### config.mk
export PLATFORM = sky130hd
export DESIGN_NAME = adc_parallel_output_interface
export DESIGN_NICKNAME = d
export VERILOG_FILES = /design/src/adc_out_pkg.sv /design/src/pin_sync.sv /design/src/sample_coder.sv /design/src/adc_parallel_output_interface.sv
export VERILOG_INCLUDE_DIRS = /design/src
export SDC_FILE = /design/constraint.sdc
export NUM_CORES = 1
export LEC_CHECK = 0
export BUFFER_PORTS_ARGS = -buffer_cell sky130_fd_sc_hd__buf_4
export CELL_PAD_IN_SITES_DETAIL_PLACEMENT = 0
export CELL_PAD_IN_SITES_GLOBAL_PLACEMENT = 1
export CORE_MARGIN = 2
export CORE_UTILIZATION = 40
export CTS_CLUSTER_DIAMETER = 100
export DETAILED_ROUTE_END_ITERATION = 8
export GPL_TIMING_DRIVEN = 0
export HOLD_SLACK_MARGIN = 0.03
export PLACE_DENSITY = 0.83
export RECOVER_POWER = 25
export SLEW_MARGIN = 20
export SYNTH_ARGS = -nofsm -noshare
export SYNTH_HDL_FRONTEND = slang
export SYNTH_SLANG_ARGS = --single-unit
### constraint.sdc
create_clock -name clk -period 5.5 [get_ports clk]
set_input_delay 1.1 -clock clk [delete_from_list [all_inputs] [get_ports clk]]
set_output_delay 1.1 -clock clk [all_outputs]
set_load 0.01 [all_outputs]
### src/adc_out_params.svh
// Constants for the converter parallel output interface
`ifndef ADC_OUT_PARAMS_SVH
`define ADC_OUT_PARAMS_SVH

// Sample word
`define SAMPLE_W 12
`define CODE_MAX 2047
`define CODE_MIN (-2048)
`define GRAY_OFFSET 12'h800
`define ANALOG_W_DEF 14

// Timing
`define CLK_PERIOD_PS 8000
`define DAV_DELAY_PS 6400
`define DAV_DELAY_CYC (((`DAV_DELAY_PS + `CLK_PERIOD_PS - 1) / `CLK_PERIOD_PS) < 1 ? 1 : \
  ((`DAV_DELAY_PS + `CLK_PERIOD_PS - 1) / `CLK_PERIOD_PS))
`define LATENCY_FALLS 8
`define PIPE_DEPTH (`LATENCY_FALLS + 1)
`define LOCK_CYCLES 100
`define PERIOD_W 16

// Register offsets
`define REG_CTRL 8'h00
`define REG_STATUS 8'h04
`define REG_OUTPUT 8'h08
`define REG_PERIOD 8'h0C

// Field positions
`define CTRL_PD_BIT 0
`define ST_LOCK_BIT 0
`define ST_LOWPWR_BIT 1
`define ST_OVR_BIT 2
`define ST_GRAY_BIT 3
`define ST_DIFF_BIT 4
`define ST_DCE_BIT 5
`define OUT_OVR_BIT 12

// Reset values
`define CTRL_RESET 1'b0

// Responses
`define RESP_OKAY 2'h0
`define RESP_SLVERR 2'h2

`endif

### src/adc_out_pkg.sv
// Types shared by the output interface files
`default_nettype none
`include "adc_out_params.svh"
package adc_out_pkg;
  typedef struct packed {
    logic overrange;
    logic [`SAMPLE_W-1:0] bits;
  } out_word_t;

  typedef enum logic [2:0] {
    STB_OFF = 3'h1,
    STB_LOW = 3'h2,
    STB_HIGH = 3'h4
  } strobe_state_t;
endpackage
`default_nettype wire

### src/pin_sync.sv
// Three-stage pin synchroniser with agreement filter
`default_nettype none
module pin_sync #(
  parameter int W = 1
) (
  input wire logic clk,
  input wire logic rstn,
  input wire logic [W-1:0] pinIn,
  output logic [W-1:0] pinLevel
);
  logic [W-1:0] s1_q;
  logic [W-1:0] s2_q;
  logic [W-1:0] s3_q;

  always_ff @(posedge clk or negedge rstn) begin
    if (!rstn) begin
      s1_q <= '0;
      s2_q <= '0;
      s3_q <= '0;
    end else begin
      s1_q <= pinIn;
      s2_q <= s1_q;
      s3_q <= s2_q;
    end
  end

  for (genvar i = 0; i < W; i++) begin : g_bit
    always_ff @(posedge clk or negedge rstn) begin
      if (!rstn) begin
        pinLevel[i] <= 1'b0;
      end else if (s2_q[i] == s3_q[i]) begin
        pinLevel[i] <= s3_q[i];
      end
    end
  end
endmodule
`default_nettype wire

### src/sample_coder.sv
// Clamp, overrange and output coding of one sample
`default_nettype none
`include "adc_out_params.svh"
module sample_coder #(
  parameter int ANALOG_W = `ANALOG_W_DEF
) (
  input wire logic signed [ANALOG_W-1:0] analogIn,
  input wire logic grayMode,
  output adc_out_pkg::out_word_t word
);
  localparam logic signed [ANALOG_W-1:0] MAXV = ANALOG_W'(`CODE_MAX);
  localparam logic signed [ANALOG_W-1:0] MINV = ANALOG_W'(`CODE_MIN);

  logic signed [ANALOG_W-1:0] clamped;
  logic ovr;
  logic [`SAMPLE_W-1:0] twos;
  logic [`SAMPLE_W-1:0] offs;
  logic [`SAMPLE_W-1:0] gray;

  if (ANALOG_W < `SAMPLE_W + 1) begin : g_bad_width
    $error("sample_coder: ANALOG_W too small");
  end

  always_comb begin
    clamped = analogIn;
    ovr = 1'b0;
    if (analogIn > MAXV) begin
      clamped = MAXV;
      ovr = 1'b1;
    end else if (analogIn < MINV) begin
      clamped = MINV;
      ovr = 1'b1;
    end
  end

  assign twos = clamped[`SAMPLE_W-1:0];
  assign offs = twos ^ `GRAY_OFFSET;

  // Binary to Gray, top bit passes through
  assign gray[`SAMPLE_W-1] = offs[`SAMPLE_W-1];
  for (genvar i = 0; i < `SAMPLE_W - 1; i++) begin : g_gray
    assign gray[i] = offs[i] ^ offs[i+1];
  end

  assign word = {ovr, grayMode ? gray : twos};
endmodule
`default_nettype wire

### src/adc_parallel_output_interface.sv
// Converter parallel output stage with strobe, overrange and register slave
//
// The register addresses and the AXI4-Lite register port were chosen for this implementation.
`default_nettype none
`include "adc_out_params.svh"
module adc_parallel_output_interface #(
  parameter int ANALOG_W = `ANALOG_W_DEF,
  parameter int PIPE_DEPTH = `PIPE_DEPTH,
  parameter int DAV_DELAY_CYC = `DAV_DELAY_CYC,
  parameter int LOCK_CYCLES = `LOCK_CYCLES,
  parameter int PERIOD_W = `PERIOD_W,
  parameter int AXI_AW = 8
) (
  input wire logic clk,
  input wire logic rstn,
  input wire logic clockInPos,
  input wire logic clockInNeg,
  input wire logic clockTypeSelect,
  input wire logic dutyEqualizerEnable,
  input wire logic formatSelect,
  input wire logic powerdownIn,
  input wire logic signed [ANALOG_W-1:0] analogIn,
  output logic [`SAMPLE_W-1:0] sampleBits,
  output logic sampleBitsOe,
  output logic overrangeFlag,
  output logic overrangeFlagOe,
  output logic dataValidStrobe,
  output logic dataValidStrobeOe,
  input wire logic [AXI_AW-1:0] awaddr,
  input wire logic awvalid,
  output logic awready,
  input wire logic [31:0] wdata,
  input wire logic [3:0] wstrb,
  input wire logic wvalid,
  output logic wready,
  output logic [1:0] bresp,
  output logic bvalid,
  input wire logic bready,
  input wire logic [AXI_AW-1:0] araddr,
  input wire logic arvalid,
  output logic arready,
  output logic [31:0] rdata,
  output logic [1:0] rresp,
  output logic rvalid,
  input wire logic rready
);
  if (ANALOG_W < `SAMPLE_W + 1 || PIPE_DEPTH < 2 || DAV_DELAY_CYC < 1 ||
      LOCK_CYCLES < 1 || PERIOD_W < 4 || AXI_AW < 4 ||
      LOCK_CYCLES >= (1 << PERIOD_W)) begin : g_bad_params
    $error("adc_parallel_output_interface: unsupported parameters");
  end

  ////////////////////////////////////////////////////////////////////////////
  // Pin synchronisation and conversion clock edges
  logic [5:0] pinRaw;
  logic [5:0] pinLvl;
  logic posLvl;
  logic negLvl;
  logic diffClk;
  logic dceOn;
  logic grayOn;
  logic pdLvl;
  logic ctrlPd_q;
  logic lowPower;
  logic convLevel;
  logic convPrev_q;
  logic convFall;
  logic convRise;

  assign pinRaw = {powerdownIn, formatSelect, dutyEqualizerEnable, clockTypeSelect,
                   clockInNeg, clockInPos};

  pin_sync #(.W(6)) uPinSync (
    .clk(clk),
    .rstn(rstn),
    .pinIn(pinRaw),
    .pinLevel(pinLvl)
  );

  assign posLvl = pinLvl[0];
  assign negLvl = pinLvl[1];
  assign diffClk = pinLvl[2];
  assign dceOn = pinLvl[3];
  assign grayOn = pinLvl[4];
  assign pdLvl = pinLvl[5];
  assign lowPower = pdLvl | ctrlPd_q;

  // Differential clock is high when the positive leg leads
  assign convLevel = diffClk ? (posLvl & ~negLvl) : posLvl;

  always_ff @(posedge clk or negedge rstn) begin
    if (!rstn) begin
      convPrev_q <= 1'b0;
    end else begin
      convPrev_q <= convLevel;
    end
  end

  assign convFall = convPrev_q & ~convLevel;
  assign convRise = ~convPrev_q & convLevel;

  ////////////////////////////////////////////////////////////////////////////
  // Sample pipeline, advanced on each falling edge outside low power and held at zero in low power
  logic signed [ANALOG_W-1:0] pipe_q [PIPE_DEPTH];

  always_ff @(posedge clk or negedge rstn) begin
    if (!rstn) begin
      for (int i = 0; i < PIPE_DEPTH; i++) begin
        pipe_q[i] <= '0;
      end
    end else if (lowPower) begin
      for (int i = 0; i < PIPE_DEPTH; i++) begin
        pipe_q[i] <= '0;
      end
    end else if (convFall) begin
      pipe_q[0] <= analogIn;
      for (int i = 1; i < PIPE_DEPTH; i++) begin
        pipe_q[i] <= pipe_q[i-1];
      end
    end
  end

  ////////////////////////////////////////////////////////////////////////////
  // Period measurement and equalizer lock
  logic [PERIOD_W-1:0] periodCnt_q;
  logic [PERIOD_W-1:0] period_q;
  logic [PERIOD_W-1:0] newPeriod;
  logic [PERIOD_W-1:0] lockCnt_q;
  logic [PERIOD_W-1:0] halfPeriod;
  logic freqChange;
  logic dllLocked;

  assign newPeriod = PERIOD_W'(periodCnt_q + 1'b1);
  assign freqChange = (newPeriod > PERIOD_W'(period_q + 1'b1)) ||
                      (period_q > PERIOD_W'(newPeriod + 1'b1));
  assign halfPeriod = (period_q >> 1) == '0 ? PERIOD_W'(1) : (period_q >> 1);
  assign dllLocked = lockCnt_q == PERIOD_W'(LOCK_CYCLES);

  always_ff @(posedge clk or negedge rstn) begin
    if (!rstn) begin
      periodCnt_q <= '0;
      period_q <= '0;
    end else if (convFall) begin
      periodCnt_q <= '0;
      period_q <= newPeriod;
    end else if (periodCnt_q != '1) begin
      periodCnt_q <= PERIOD_W'(periodCnt_q + 1'b1);
    end
  end

  always_ff @(posedge clk or negedge rstn) begin
    if (!rstn) begin
      lockCnt_q <= '0;
    end else if (lowPower || !dceOn) begin
      lockCnt_q <= '0;
    end else if (convFall) begin
      if (freqChange) begin
        lockCnt_q <= '0;
      end else if (!dllLocked) begin
        lockCnt_q <= PERIOD_W'(lockCnt_q + 1'b1);
      end
    end
  end

  ////////////////////////////////////////////////////////////////////////////
  // Strobe generation and output word
  logic [DAV_DELAY_CYC-1:0] fallDly_q;
  logic [DAV_DELAY_CYC-1:0] riseDly_q;
  logic [PERIOD_W-1:0] highCnt_q;
  adc_out_pkg::strobe_state_t strobe_q;
  adc_out_pkg::out_word_t coded;
  adc_out_pkg::out_word_t outWord_q;
  logic davRise;
  logic davEnd;

  always_ff @(posedge clk or negedge rstn) begin
    if (!rstn) begin
      fallDly_q <= '0;
      riseDly_q <= '0;
    end else begin
      fallDly_q[0] <= convFall;
      riseDly_q[0] <= convRise;
      for (int i = 1; i < DAV_DELAY_CYC; i++) begin
        fallDly_q[i] <= fallDly_q[i-1];
        riseDly_q[i] <= riseDly_q[i-1];
      end
    end
  end

  assign davRise = fallDly_q[DAV_DELAY_CYC-1];
  assign davEnd = dceOn ? (highCnt_q <= PERIOD_W'(1)) : riseDly_q[DAV_DELAY_CYC-1];

  always_ff @(posedge clk or negedge rstn) begin
    if (!rstn) begin
      strobe_q <= adc_out_pkg::STB_OFF;
    end else begin
      case (strobe_q)
        adc_out_pkg::STB_OFF: begin
          if (!lowPower) begin
            strobe_q <= adc_out_pkg::STB_LOW;
          end
        end
        adc_out_pkg::STB_LOW: begin
          if (lowPower) begin
            strobe_q <= adc_out_pkg::STB_OFF;
          end else if (davRise) begin
            strobe_q <= adc_out_pkg::STB_HIGH;
          end
        end
        adc_out_pkg::STB_HIGH: begin
          if (lowPower) begin
            strobe_q <= adc_out_pkg::STB_OFF;
          end else if (davEnd) begin
            strobe_q <= adc_out_pkg::STB_LOW;
          end
        end
        default: begin
          strobe_q <= adc_out_pkg::STB_OFF;
        end
      endcase
    end
  end

  always_ff @(posedge clk or negedge rstn) begin
    if (!rstn) begin
      highCnt_q <= '0;
    end else if (strobe_q == adc_out_pkg::STB_LOW && davRise) begin
      highCnt_q <= halfPeriod;
    end else if (strobe_q == adc_out_pkg::STB_HIGH && highCnt_q != '0) begin
      highCnt_q <= PERIOD_W'(highCnt_q - 1'b1);
    end
  end

  sample_coder #(.ANALOG_W(ANALOG_W)) uCoder (
    .analogIn(pipe_q[PIPE_DEPTH-1]),
    .grayMode(grayOn),
    .word(coded)
  );

  always_ff @(posedge clk or negedge rstn) begin
    if (!rstn) begin
      outWord_q <= '0;
    end else if (strobe_q == adc_out_pkg::STB_HIGH && davEnd && !lowPower) begin
      outWord_q <= coded;
    end
  end

  assign sampleBits = outWord_q.bits;
  assign overrangeFlag = outWord_q.overrange;
  assign dataValidStrobe = strobe_q == adc_out_pkg::STB_HIGH;
  // Enables follow the raw pin so the float meets its bound
  assign sampleBitsOe = ~(powerdownIn | ctrlPd_q);
  assign overrangeFlagOe = ~(powerdownIn | ctrlPd_q);
  assign dataValidStrobeOe = ~(powerdownIn | ctrlPd_q);

  ////////////////////////////////////////////////////////////////////////////
  // Register slave
  logic awHeld_q;
  logic wHeld_q;
  logic [AXI_AW-1:0] awAddr_q;
  logic [31:0] wData_q;
  logic [3:0] wStrb_q;
  logic bvalid_q;
  logic [1:0] bresp_q;
  logic rvalid_q;
  logic [31:0] rdata_q;
  logic [1:0] rresp_q;
  logic [31:0] statusWord;

  assign awready = ~awHeld_q & ~bvalid_q;
  assign wready = ~wHeld_q & ~bvalid_q;
  assign arready = ~rvalid_q;
  assign bvalid = bvalid_q;
  assign bresp = bresp_q;
  assign rvalid = rvalid_q;
  assign rdata = rdata_q;
  assign rresp = rresp_q;

  assign statusWord = {26'h0, dceOn, diffClk, grayOn, outWord_q.overrange, lowPower,
                       dllLocked};

  always_ff @(posedge clk or negedge rstn) begin
    if (!rstn) begin
      awHeld_q <= 1'b0;
      wHeld_q <= 1'b0;
      awAddr_q <= '0;
      wData_q <= '0;
      wStrb_q <= '0;
      bvalid_q <= 1'b0;
      bresp_q <= `RESP_OKAY;
      ctrlPd_q <= `CTRL_RESET;
    end else begin
      if (awvalid && awready) begin
        awHeld_q <= 1'b1;
        awAddr_q <= awaddr;
      end
      if (wvalid && wready) begin
        wHeld_q <= 1'b1;
        wData_q <= wdata;
        wStrb_q <= wstrb;
      end
      if (awHeld_q && wHeld_q && !bvalid_q) begin
        awHeld_q <= 1'b0;
        wHeld_q <= 1'b0;
        bvalid_q <= 1'b1;
        bresp_q <= `RESP_OKAY;
        case ({awAddr_q[AXI_AW-1:2], 2'h0})
          AXI_AW'(`REG_CTRL): begin
            if (wStrb_q[0]) begin
              ctrlPd_q <= wData_q[`CTRL_PD_BIT];
            end
          end
          AXI_AW'(`REG_STATUS), AXI_AW'(`REG_OUTPUT), AXI_AW'(`REG_PERIOD): begin
            bresp_q <= `RESP_OKAY;
          end
          default: begin
            bresp_q <= `RESP_SLVERR;
          end
        endcase
      end else if (bvalid_q && bready) begin
        bvalid_q <= 1'b0;
      end
    end
  end

  always_ff @(posedge clk or negedge rstn) begin
    if (!rstn) begin
      rvalid_q <= 1'b0;
      rdata_q <= '0;
      rresp_q <= `RESP_OKAY;
    end else if (arvalid && arready) begin
      rvalid_q <= 1'b1;
      rresp_q <= `RESP_OKAY;
      case ({araddr[AXI_AW-1:2], 2'h0})
        AXI_AW'(`REG_CTRL): rdata_q <= {31'h0, ctrlPd_q};
        AXI_AW'(`REG_STATUS): rdata_q <= statusWord;
        AXI_AW'(`REG_OUTPUT): rdata_q <= {19'h0, outWord_q};
        AXI_AW'(`REG_PERIOD): rdata_q <= 32'(period_q);
        default: begin
          rdata_q <= 32'h0;
          rresp_q <= `RESP_SLVERR;
        end
      endcase
    end else if (rvalid_q && rready) begin
      rvalid_q <= 1'b0;
    end
  end
endmodule
`default_nettype wire

==> results.txt, run 1 <==
net count reported at finish = 1,618
Global Route Usage Sum = 0.1880
leak pwr = 6.721 nW
Antenna diodes = 0
Startpoint Class = register
top cell type by total area after synthesis = sky130_fd_sc_hd__dfrtp_1
number of I/O pins = 137
terminus of the critical flop-to-flop path = lockCnt_q[8]$_DFFE_PN0P_
number of H-tree levels = 1
worst setup path start = periodCnt_q[0]$_DFFE_PN0P_
nature of the critical path endpoint = register
initial standard-cell utilization of the core = 0.4070
number of enable flip-flop cells after synthesis = 0
clock root buffer master = sky130_fd_sc_hd__clkbuf_16
final worst clock skew = 0.02560 ns
sum of negative setup slack = 0 ns
remaining routing DRC violations = 0
Final Routed Wirelength = 31,090 um
final hold violations = 0
total of hold buffers inserted after clock tree synthesis = 0
Tcrit/Tclk final = 0.8625
RSZ-0062 raised after global routing = false
cell types with the highest counts after synthesis = 325 x sky130_fd_sc_hd__nand2_1, 263 x sky130_fd_sc_hd__dfrtp_1, 165 x sky130_fd_sc_hd__a21oi_1
final-report max-slew violation count = 125
WL/cell = 16.14 um
required time at the worst-slack endpoint = 5.92 ns
CTS tree = done
register bit total from synthesis = 264
width of the die = 183.4 um
Post-Synthesis Cell Area = 12,870 um^2
HP Class = reg -> reg
global route total overflow = 0
gate count after technology mapping = 1,372
worst endpoint data arrival time = 5.16 ns
drt first pass iters = 5
top fanout value on the critical path = 10
synth top area cells = sky130_fd_sc_hd__dfrtp_1 51%, sky130_fd_sc_hd__nand2_1 9.5%, sky130_fd_sc_hd__a21oi_1 6.4%
violated checks = capacitance limit, slew limit
shortest period the worst path allows = 4.744 ns
buffers added on ports = 78
Setup Crit Path Kind = reg -> reg
1st-iter DRT viols = 628
full die area = 33,640 um^2
layout cell share with drive strength beyond 1 = 0.1286
core region area = 31,640 um^2
top_reg_cell synth = sky130_fd_sc_hd__dfrtp_1
std cell rows = 65
final setup violation count = 0
routability-driven placement congestion ratio = 0.8786
startpoint of the most critical register-to-register path = periodCnt_q[0]$_DFFE_PN0P_
maximum number of pins on one net before global-route repair = 89
number of buffers on the longest clock path = 3
highest achievable clock rate = 210.8 MHz
actual slew at the worst max-slew pin = 2.761 ns
Peak supply drop = 216.9 uV
part of the Yosys area used for sequential elements = 0.5132
signed area change from the synthesized netlist to the final layout = 17.00%
Die H = 183.4 um
power per cell area = 376.4 nW/um^2
average size of a mapped cell = 9.384 um^2
detail-routed via count per cell = 5.312
Inserted Clock Buffers = 29
dominant cell by count in the synthesized netlist = sky130_fd_sc_hd__nand2_1
Post-CTS Repair Setup Buffers = 0
cells resized by post-CTS repair = 0
cells on worst reg2reg path = 15
count of cell types in the netlist = 71
warnings from Yosys = 0
FF-to-FF setup slack = 0.76 ns
critical path capture point = lockCnt_q[8]$_DFFE_PN0P_
post-route non-filler standard cell count = 1,926
clk sink count = 264
sum of net half-perimeters after detailed placement = 22,360 um
Post-DRT Antenna Nets = 0
proportion of netlist area held by the largest area contributor = 0.5112
placed cell count = 1,872
number of antenna violations at the first check in global routing = 0
run status = finished, violations left
wire length of the first global-routing pass = 51,730 um
register clock-pin slew on the reported worst setup and hold paths = 0.06 ns
via count of the first global-routing pass = 10,009
total vias in the final route = 10,231
worst slew margin relative to its limit = -0.8405
clock latency on the worst-skew pair = 0.55 ns
async set or reset register ratio after synthesis = 1.000
total of max-cap violations = 2
-- logic make-up (layout without fill, tap and decap cells) --
kind of cell,count (synthesis),after routing,share of synthesized area
compound gates,325,325,0.1509
xor+xnor,46,46,0.03129
fa+ha+maj,44,44,0.04159
buf+inv,130,265,0.04470
simple gates,529,529,0.1890
other cells,1,18,0.0002913
flops,264,264,0.5132
mux,33,33,0.02896
-- sequential cells by signal, summed over array words and instances, names as in the netlist, 6 cells and up --
name               cells
periodCnt_q           16
uPinSync.s2_q          6
uPinSync.pinLevel      6
awAddr_q               6
sampleBits            12
rdata                 16
highCnt_q             16
pipe_q               126
uPinSync.s3_q          6
lockCnt_q             16
period_q              16
uPinSync.s1_q          6
-- cells in the final DEF (no fill, tap or decap), drive strengths merged, types with 17 or more instances in the layout --
master,n
nand2,325
dfrtp,263
a21oi,165
clkbuf,121
buf,99
o21ai,65
nor2,42
ha,38
inv,35
nand3,31
xnor2,30
nor3,24
mux2,24
nor4,19
conb,18
nand4,17
-- worst max-delay path, cell delays in order (launching register included) --
cell	delay [ns]
sky130_fd_sc_hd__dfrtp_1	0.52
sky130_fd_sc_hd__ha_1	0.31
sky130_fd_sc_hd__nand4_4	0.16
sky130_fd_sc_hd__or3_4	0.37
sky130_fd_sc_hd__a2111oi_4	0.43
sky130_fd_sc_hd__nand4_2	0.21
sky130_fd_sc_hd__nor4_2	0.31
sky130_fd_sc_hd__xnor2_1	0.10
sky130_fd_sc_hd__ha_1	0.32
sky130_fd_sc_hd__nand4_1	0.18
sky130_fd_sc_hd__nor4_1	0.40
sky130_fd_sc_hd__a21boi_0	0.22
sky130_fd_sc_hd__o31a_1	0.44
sky130_fd_sc_hd__buf_2	0.32
sky130_fd_sc_hd__o41ai_1	0.11
sky130_fd_sc_hd__a22o_1	0.21
-- final cells by class --
type	instances	area, um^2
Clock inverter	11	142.6
Timing Repair Buffer	81	615.6
Inverter	34	127.6
Multi-Input combinational cell	995	5761
Clock buffer	43	858.3
Buffer	96	447.9
Tap cell	402	503.0
Sequential cell	264	6608
Fill cell	2985	16570
-- metrics by stage --
| step | setup WS, ns | instance area (um^2) | util | hold WS [ns] | power [mW] |
|---|---|---|---|---|---|
| final | 0.7562 | 15060 | 0.4761 | 0.3476 | 5.670 |
| after detailed placement | 0.7579 | 14120 | 0.4464 | 0.3356 | 3.694 |
| after global routing | 0.2920 | 15060 | 0.4761 | 0.3571 | 5.978 |
| after global placement | 0.7883 | 14030 | 0.4434 | 0.3333 | 3.664 |
| after CTS | 0.6970 | 15120 | 0.4780 | 0.3462 | 5.714 |
| after floorplan | 1.548 | 12940 | - | 0.3312 | 3.215 |
-- metal layers --
metal | global-route usage | share of wire
met5 | 0 | 0
met4 | 0.04960 | 0.023
met3 | 0.02641 | 0.038
met2 | 0.3096 | 0.47
met1 | 0.2611 | 0.47
-- report_power, final --
group | total [mW] | internal, mW | switching (mW)
Combinational | 1.42 | 0.507 | 0.916
Sequential | 2.24 | 2.09 | 0.153
Clock | 2.00 | 1.22 | 0.785
Total | 5.67 | 3.82 | 1.85
-- how the worst min path moves through the flow --
stage,startpoint,to,slack [ns],depth (start not counted)
final,uPinSync.s1_q[1]$_DFF_PN0_,uPinSync.s2_q[1]$_DFF_PN0_,0.35,0
after floorplan,uPinSync.s1_q[0]$_DFF_PN0_,uPinSync.s2_q[0]$_DFF_PN0_,0.33,0
after detailed placement,uPinSync.s1_q[1]$_DFF_PN0_,uPinSync.s2_q[1]$_DFF_PN0_,0.34,0
after CTS,uPinSync.s1_q[5]$_DFF_PN0_,uPinSync.s2_q[5]$_DFF_PN0_,0.35,0
after global placement,uPinSync.s1_q[0]$_DFF_PN0_,uPinSync.s2_q[0]$_DFF_PN0_,0.33,0
after global routing,uPinSync.s1_q[1]$_DFF_PN0_,uPinSync.s2_q[1]$_DFF_PN0_,0.36,0
Note: power is estimated with default switching activity, not from simulation.
==> run 2, diff against run 1 <==
Settings changed: MAX_ROUTING_LAYER from default to met4.
==> results.txt, run 2 (synthesis results as in run 1) <==
highest achievable clock rate = 209.9 MHz (-0.42%)
leak pwr = 6.721 nW (unchanged)
most common library cell in the layout ignoring fill and taps = sky130_fd_sc_hd__nand2_1
violated checks = capacitance limit, slew limit
power per cell area = 376.2 nW/um^2 (about the same)
signed area change from the synthesized netlist to the final layout = 17.00% (unchanged)
most frequent cells in the layout = 325 x sky130_fd_sc_hd__nand2_1, 263 x sky130_fd_sc_hd__dfrtp_1, 165 x sky130_fd_sc_hd__a21oi_1
initial standard-cell utilization of the core = 0.4070 (unchanged)
Top reg by flops = pipe_q
Antenna diodes = 0 (unchanged)
clock root buffer master = sky130_fd_sc_hd__clkbuf_16
clock latency on the worst-skew pair = 0.55 ns (about the same)
placed cell count = 1,872 (unchanged)
buffers added on ports = 78 (unchanged)
number of buffers on the longest clock path = 3 (unchanged)
HP Class = reg -> reg
sum of net half-perimeters after detailed placement = 22,360 um (unchanged)
run status = finished, violations left
post-route non-filler standard cell count = 1,926 (unchanged)
Setup Crit Path Kind = reg -> reg
1st-iter DRT viols = 621 (-1.1%)
Die H = 183.4 um (unchanged)
RSZ-0062 raised after global routing = false
total vias in the final route = 10,232 (+0.0098%)
required time at the worst-slack endpoint = 5.92 ns (about the same)
Post-DRT Antenna Nets = 0 (unchanged)
internal power = 3.816 mW (about the same)
final-report max-slew violation count = 125 (unchanged)
number of I/O pins = 137 (unchanged)
global route total overflow = 0 (unchanged)
CTS tree = done
detail-routed via count per cell = 5.313 (about the same)
worst endpoint data arrival time = 5.18 ns (+0.02 ns)
final hold violations = 0 (unchanged)
part of the total power dissipated in the clock network = 0.354 (about the same)
remaining routing DRC violations = 0 (unchanged)
routability-driven placement congestion ratio = 0.8931 (+1.7%)
layout cell share with drive strength beyond 1 = 0.1286 (unchanged)
number of fillers in the final layout = 2,985 (unchanged)
cells resized by post-CTS repair = 0 (unchanged)
total of max-cap violations = 2 (unchanged)
clk sink count = 264 (unchanged)
std cell rows = 65 (unchanged)
switching fraction of total power = 0.3266 (-0.0003571)
core region area = 31,640 um^2 (unchanged)
Post-CTS Repair Setup Buffers = 0 (unchanged)
number of antenna violations at the first check in global routing = 0 (unchanged)
full die area = 33,640 um^2 (unchanged)
WL/cell = 16.14 um (about the same)
register clock-pin slew on the reported worst setup and hold paths = 0.06 ns (about the same)
width of the die = 183.4 um (unchanged)
final worst clock skew = 0.02499 ns (-0.0006158 ns)
shortest period the worst path allows = 4.764 ns (+0.01998 ns)
actual slew at the worst max-slew pin = 2.736 ns (-0.02436 ns)
worst hold slack = 0.3469 ns (-0.0006910 ns)
drt first pass iters = 6 (+1)
portion of total power attributed to combinational logic = 0.250 (about the same)
number of H-tree levels = 1 (unchanged)
Tcrit/Tclk final = 0.8661 (+0.003632)
maximum number of pins on one net before global-route repair = 89 (unchanged)
Global Route Usage Sum = 0.1938 (+0.005805)
worst slew margin relative to its limit = -0.8243 (+0.01624)
nature of the critical path endpoint = register
Startpoint Class = register
top fanout value on the critical path = 10 (unchanged)
net switching power = 1.851 mW (-0.17%)
Final Routed Wirelength = 31,090 um (about the same)
Peak supply drop = 216.5 uV (-0.17%)
net count reported at finish = 1,618 (unchanged)
sum of negative setup slack = 0 ns (unchanged)
total of hold buffers inserted after clock tree synthesis = 0 (unchanged)
Inserted Clock Buffers = 29 (unchanged)
fraction of power consumed by sequential logic = 0.396 (about the same)
via count of the first global-routing pass = 10,008 (-0.010%)
max reg flops = 126 (unchanged)
final setup violation count = 0 (unchanged)
wire length of the first global-routing pass = 51,810 um (+0.15%)
==> run 2: cell counts in the layout (fill, tap and decap cells not counted) <==
No cell type changed its count.
==> run 2: power by group through the flow <==
| stage | registers [mW] | clock network (mW) | logic, mW |
|---|---|---|---|
| floorplan | 2.23 | 0 | 0.986 |
| global placement | 2.27 | 0 | 1.39 |
| detailed placement | 2.27 | 0 | 1.42 |
| CTS | 2.24 | 2.04 | 1.43 |
| global route | 2.26 | 2.13 | 1.59 |
| finish | 2.24 | 2.00 | 1.42 |
==> run 2: area by class of cell <==
type                    instances  area, um^2  area share
multi-input cells             995        5761      0.3824
plain buffers                  96       447.9     0.02974
repair buffers                 81       615.6     0.04087
clock buffers                  43       858.3     0.05698
clock inverters                11       142.6    0.009469
inverters                      34       127.6    0.008472
well taps                     402       503.0     0.03339
flip-flops and latches        264        6608      0.4387
==> run 2: worst max-delay path: stages, from the launching register on <==
cell                        delay (ns)
sky130_fd_sc_hd__dfrtp_1          0.52
sky130_fd_sc_hd__ha_1             0.31
sky130_fd_sc_hd__nand4_4          0.16
sky130_fd_sc_hd__or3_4            0.37
sky130_fd_sc_hd__a2111oi_4        0.43
sky130_fd_sc_hd__nand4_2          0.21
sky130_fd_sc_hd__nor4_2           0.31
sky130_fd_sc_hd__xnor2_1          0.10
sky130_fd_sc_hd__ha_1             0.32
sky130_fd_sc_hd__nand4_1          0.19
sky130_fd_sc_hd__nor4_1           0.40
sky130_fd_sc_hd__a21boi_0         0.22
sky130_fd_sc_hd__o31a_1           0.44
sky130_fd_sc_hd__buf_2            0.33
sky130_fd_sc_hd__o41ai_1          0.11
sky130_fd_sc_hd__a22o_1           0.20
==> run 2: through the flow <==
step / total power, mW / cell area (um^2) / utilization / setup WS [ns]
6_report: 5.667 / 15060 / 0.4761 / 0.7363
5_1_grt: 5.981 / 15060 / 0.4761 / 0.2893
4_1_cts: 5.714 / 15120 / 0.4780 / 0.6970
3_5_place_dp: 3.694 / 14120 / 0.4464 / 0.7579
3_3_place_gp: 3.664 / 14030 / 0.4434 / 0.7883
2_1_floorplan: 3.215 / 12940 / - / 1.548
==> run 2: path summary, 6_finish.rpt <==
path                                             from                           to  slack (ns)  cells past startpoint
setup / recovery           periodCnt_q[0]$_DFFE_PN0P_     lockCnt_q[7]$_DFFE_PN0P_        0.74                     15
hold / removal             uPinSync.s1_q[1]$_DFF_PN0_   uPinSync.s2_q[1]$_DFF_PN0_        0.35                      0
setup reg to reg           periodCnt_q[0]$_DFFE_PN0P_     lockCnt_q[7]$_DFFE_PN0P_        0.74                     15
hold reg to reg            uPinSync.s1_q[1]$_DFF_PN0_   uPinSync.s2_q[1]$_DFF_PN0_        0.35                      0
min in group asynchronous                        rstn  periodCnt_q[11]$_DFFE_PN0P_        1.41                      1
max in group asynchronous                        rstn     lockCnt_q[9]$_DFFE_PN0P_        1.14                      2
==> run 2: metal layers <==
metal  GRT usage  share of wire  up-vias
met5           -              0        -
met4     0.04960          0.024        0
met3     0.02641          0.037       54
met2      0.3093           0.47      189
met1      0.2619           0.47     4999
li1            -              -     4990
==> run 3, diff against run 2 <==
--- a/config.mk
+++ b/config.mk
@@ -18,3 +18,3 @@
 export MAX_ROUTING_LAYER = met4
-export PLACE_DENSITY = 0.83
+export PLACE_DENSITY = 0.85
 export RECOVER_POWER = 25
==> constraint.sdc (replaced) <==
create_clock -name clk -period 4.2 [get_ports clk]
set_input_delay 0.21 -clock clk [delete_from_list [all_inputs] [get_ports clk]]
set_output_delay 0.21 -clock clk [all_outputs]
set_load 0.01 [all_outputs]
==> results.txt, run 3 (synthesis results as in run 1) <==
run status = finished, violations left
violated checks = capacitance limit, slew limit
number of stages on the worst hold path = 4 (+4)
full die area = 33,640 um^2 (unchanged)
CTS tree = done
required time at the worst-slack endpoint = 4.68 ns (-1.24 ns)
Top reg by flops = pipe_q
highest achievable clock rate = 244.0 MHz (+16%)
Crit-path slowest cell = sky130_fd_sc_hd__a2111oi_4
WL/cell = 16.42 um (+1.7%)
Global Route Usage Sum = 0.2013 (+0.007494)
routability-driven placement congestion ratio = 0.8755 (-2.0%)
core region area = 31,640 um^2 (unchanged)
cells on worst reg2reg path = 15 (unchanged)
max reg flops = 126 (unchanged)
initial standard-cell utilization of the core = 0.4070 (unchanged)
post-route non-filler standard cell count = 1,971 (+2.3%)
worst endpoint data arrival time = 4.58 ns (-0.60 ns)
width of the die = 183.4 um (unchanged)
detail-routed via count per cell = 5.306 (-0.12%)
power per cell area = 494.3 nW/um^2 (+31%)
Peak supply drop = 282.4 uV (+30%)
clock root buffer master = sky130_fd_sc_hd__clkbuf_16
nature of the critical path endpoint = register
Tcrit/Tclk final = 0.9757 (+0.1096)
sum of negative setup slack = 0 ns (unchanged)
final setup violation count = 0 (unchanged)
via count of the first global-routing pass = 10,585 (+5.8%)
total design power = 7.777 mW (+37%)
number of antenna violations at the first check in global routing = 0 (unchanged)
Inserted Clock Buffers = 30 (+3.4%)
gate family responsible for the most delay along the worst path = compound AO/OA/AOI/OAI gates
remaining routing DRC violations = 0 (unchanged)
Post-DRT Antenna Nets = 0 (unchanged)
critical path, cell by cell = ha_4 > nand4_4 > or3_4 > a2111oi_4 > nand4_4 > nor4_4 > xnor2_1 > ha_1 > nand4_1 > nor2_1 > a211o_1 > o31a_4 > buf_6 > o41ai_4 > a22o_1
net count reported at finish = 1,663 (+2.8%)
worst slew margin relative to its limit = -0.3975 (+0.4268)
total of max-cap violations = 1 (-1)
buffers added on ports = 78 (unchanged)
most frequent cells in the layout = 325 x sky130_fd_sc_hd__nand2_1, 261 x sky130_fd_sc_hd__dfrtp_1, 164 x sky130_fd_sc_hd__a21oi_1
number of buffers on the longest clock path = 3 (unchanged)
clock latency on the worst-skew pair = 0.55 ns (about the same)
total vias in the final route = 10,458 (+2.2%)
number of fillers in the final layout = 2,906 (-2.6%)
HP Class = in -> reg
clk sink count = 264 (unchanged)
drt first pass iters = 6 (unchanged)
Setup Crit Path Kind = reg -> reg
wire length of the first global-routing pass = 53,920 um (+4.1%)
RSZ-0062 raised after global routing = true
maximum number of pins on one net before global-route repair = 95 (+6.7%)
actual slew at the worst max-slew pin = 2.096 ns (-0.6402 ns)
signed area change from the synthesized netlist to the final layout = 22.21%
shortest period the worst path allows = 4.098 ns (-0.6658 ns)
area post-placement = 14,090 um^2 (-0.19%)
layout cell share with drive strength beyond 1 = 0.1549 (+0.02627)
number of H-tree levels = 1 (unchanged)
Worst Path Buf+Inv = 1 (unchanged)
std cell rows = 65 (unchanged)
number of cells on the critical path = 15 (unchanged)
most used cell along the critical path = sky130_fd_sc_hd__nand4_4
top fanout value on the critical path = 10 (unchanged)
placed cell count = 1,871 (-0.053%)
final-report max-slew violation count = 85 (-32%)
final hold violations = 0 (unchanged)
area of all placed cells without fillers = 15,730 um^2 (+4.5%)
most common library cell in the layout ignoring fill and taps = sky130_fd_sc_hd__nand2_1
Final Routed Wirelength = 32,370 um (+4.1%)
sum of net half-perimeters after detailed placement = 22,550 um (+0.84%)
1st-iter DRT viols = 693 (+12%)
Die H = 183.4 um (unchanged)
register clock-pin slew on the reported worst setup and hold paths = 0.06 ns (about the same)
number of I/O pins = 137 (unchanged)
leak pwr = 7.051 nW (+4.9%)
Startpoint Class = register
Antenna diodes = 0 (unchanged)
final worst clock skew = 0.01187 ns (-0.01312 ns)
CP peak stage delay = 0.47 ns (-0.05 ns)
global route total overflow = 0 (unchanged)
==> run 3: path summary, 6_finish.rpt <==
kind,startpoint,end,slack [ns]
setup / recovery,periodCnt_q[1]$_DFFE_PN0P_,lockCnt_q[6]$_DFFE_PN0P_,0.10
hold / removal,araddr[4],rdata[4]$_DFFE_PN0P_,0.08
min in group asynchronous,rstn,periodCnt_q[13]$_DFFE_PN0P_,0.77
setup reg to reg,periodCnt_q[1]$_DFFE_PN0P_,lockCnt_q[6]$_DFFE_PN0P_,0.10
hold reg to reg,uPinSync.s1_q[5]$_DFF_PN0_,uPinSync.s2_q[5]$_DFF_PN0_,0.35
max in group asynchronous,rstn,pipe_q[119]$_DFFE_PN0P_,1.10
==> run 3: per-stage QoR <==
step,worst slack [ns],util,hold WS (ns)
3_3_place_gp,-0.5009,0.4434,0.3197
2_1_floorplan,0.2478,-,-0.08559
6_report,0.1020,0.4973,0.07965
4_1_cts,0.01089,0.4891,0.05398
5_1_grt,-0.1201,0.4973,0.07765
3_5_place_dp,-0.5881,0.4455,0.2492
==> run 3: cell type report <==
class	count	area, um^2	share of cell area
flip-flops and latches	264	6610	0.4201
multi-input cells	995	6013	0.3822
repair buffers	127	1031	0.06553
clock buffers	42	847.1	0.05384
well taps	402	503.0	0.03197
plain buffers	94	456.7	0.02903
clock inverters	13	145.1	0.009225
inverters	34	127.6	0.008111
==> run 3: repair_timing <==
item                                    CTS  global route
hold endpoints to repair                113             0
endpoints found under the setup margin   16            16
resized for setup                        10            38
hold buffers                             32             0
pin swaps                                 7            13
setup buffers                             4            11
==> run 3: per-layer routing <==
| layer | track usage | routed length [um] | up-vias |
|---|---|---|---|
| met1 | 0.2631 | 14440 | 5154 |
| met3 | 0.02820 | 1264 | 48 |
| met4 | 0.05760 | 715 | 0 |
| li1 | - | - | 5071 |
| met2 | 0.3283 | 15950 | 185 |
| met5 | - | 0 | - |
==> run 3: power breakdown <==
part           internal, mW  total (mW)  leakage, nW  switching, mW
sequential             2.74        2.97         3.56          0.228
combinational         0.866        2.20         3.00           1.34
clock                  1.58        2.61        0.487           1.02
total                  5.19        7.78         7.05           2.59
==> run 3: tightest hold or removal path, delay by kind of cell <==
kind                   cells  cell delay (ns)
and+or+nand+nor            2             0.18
AOI/OAI and AO/OA          1             0.10
buffers and inverters      1             0.08
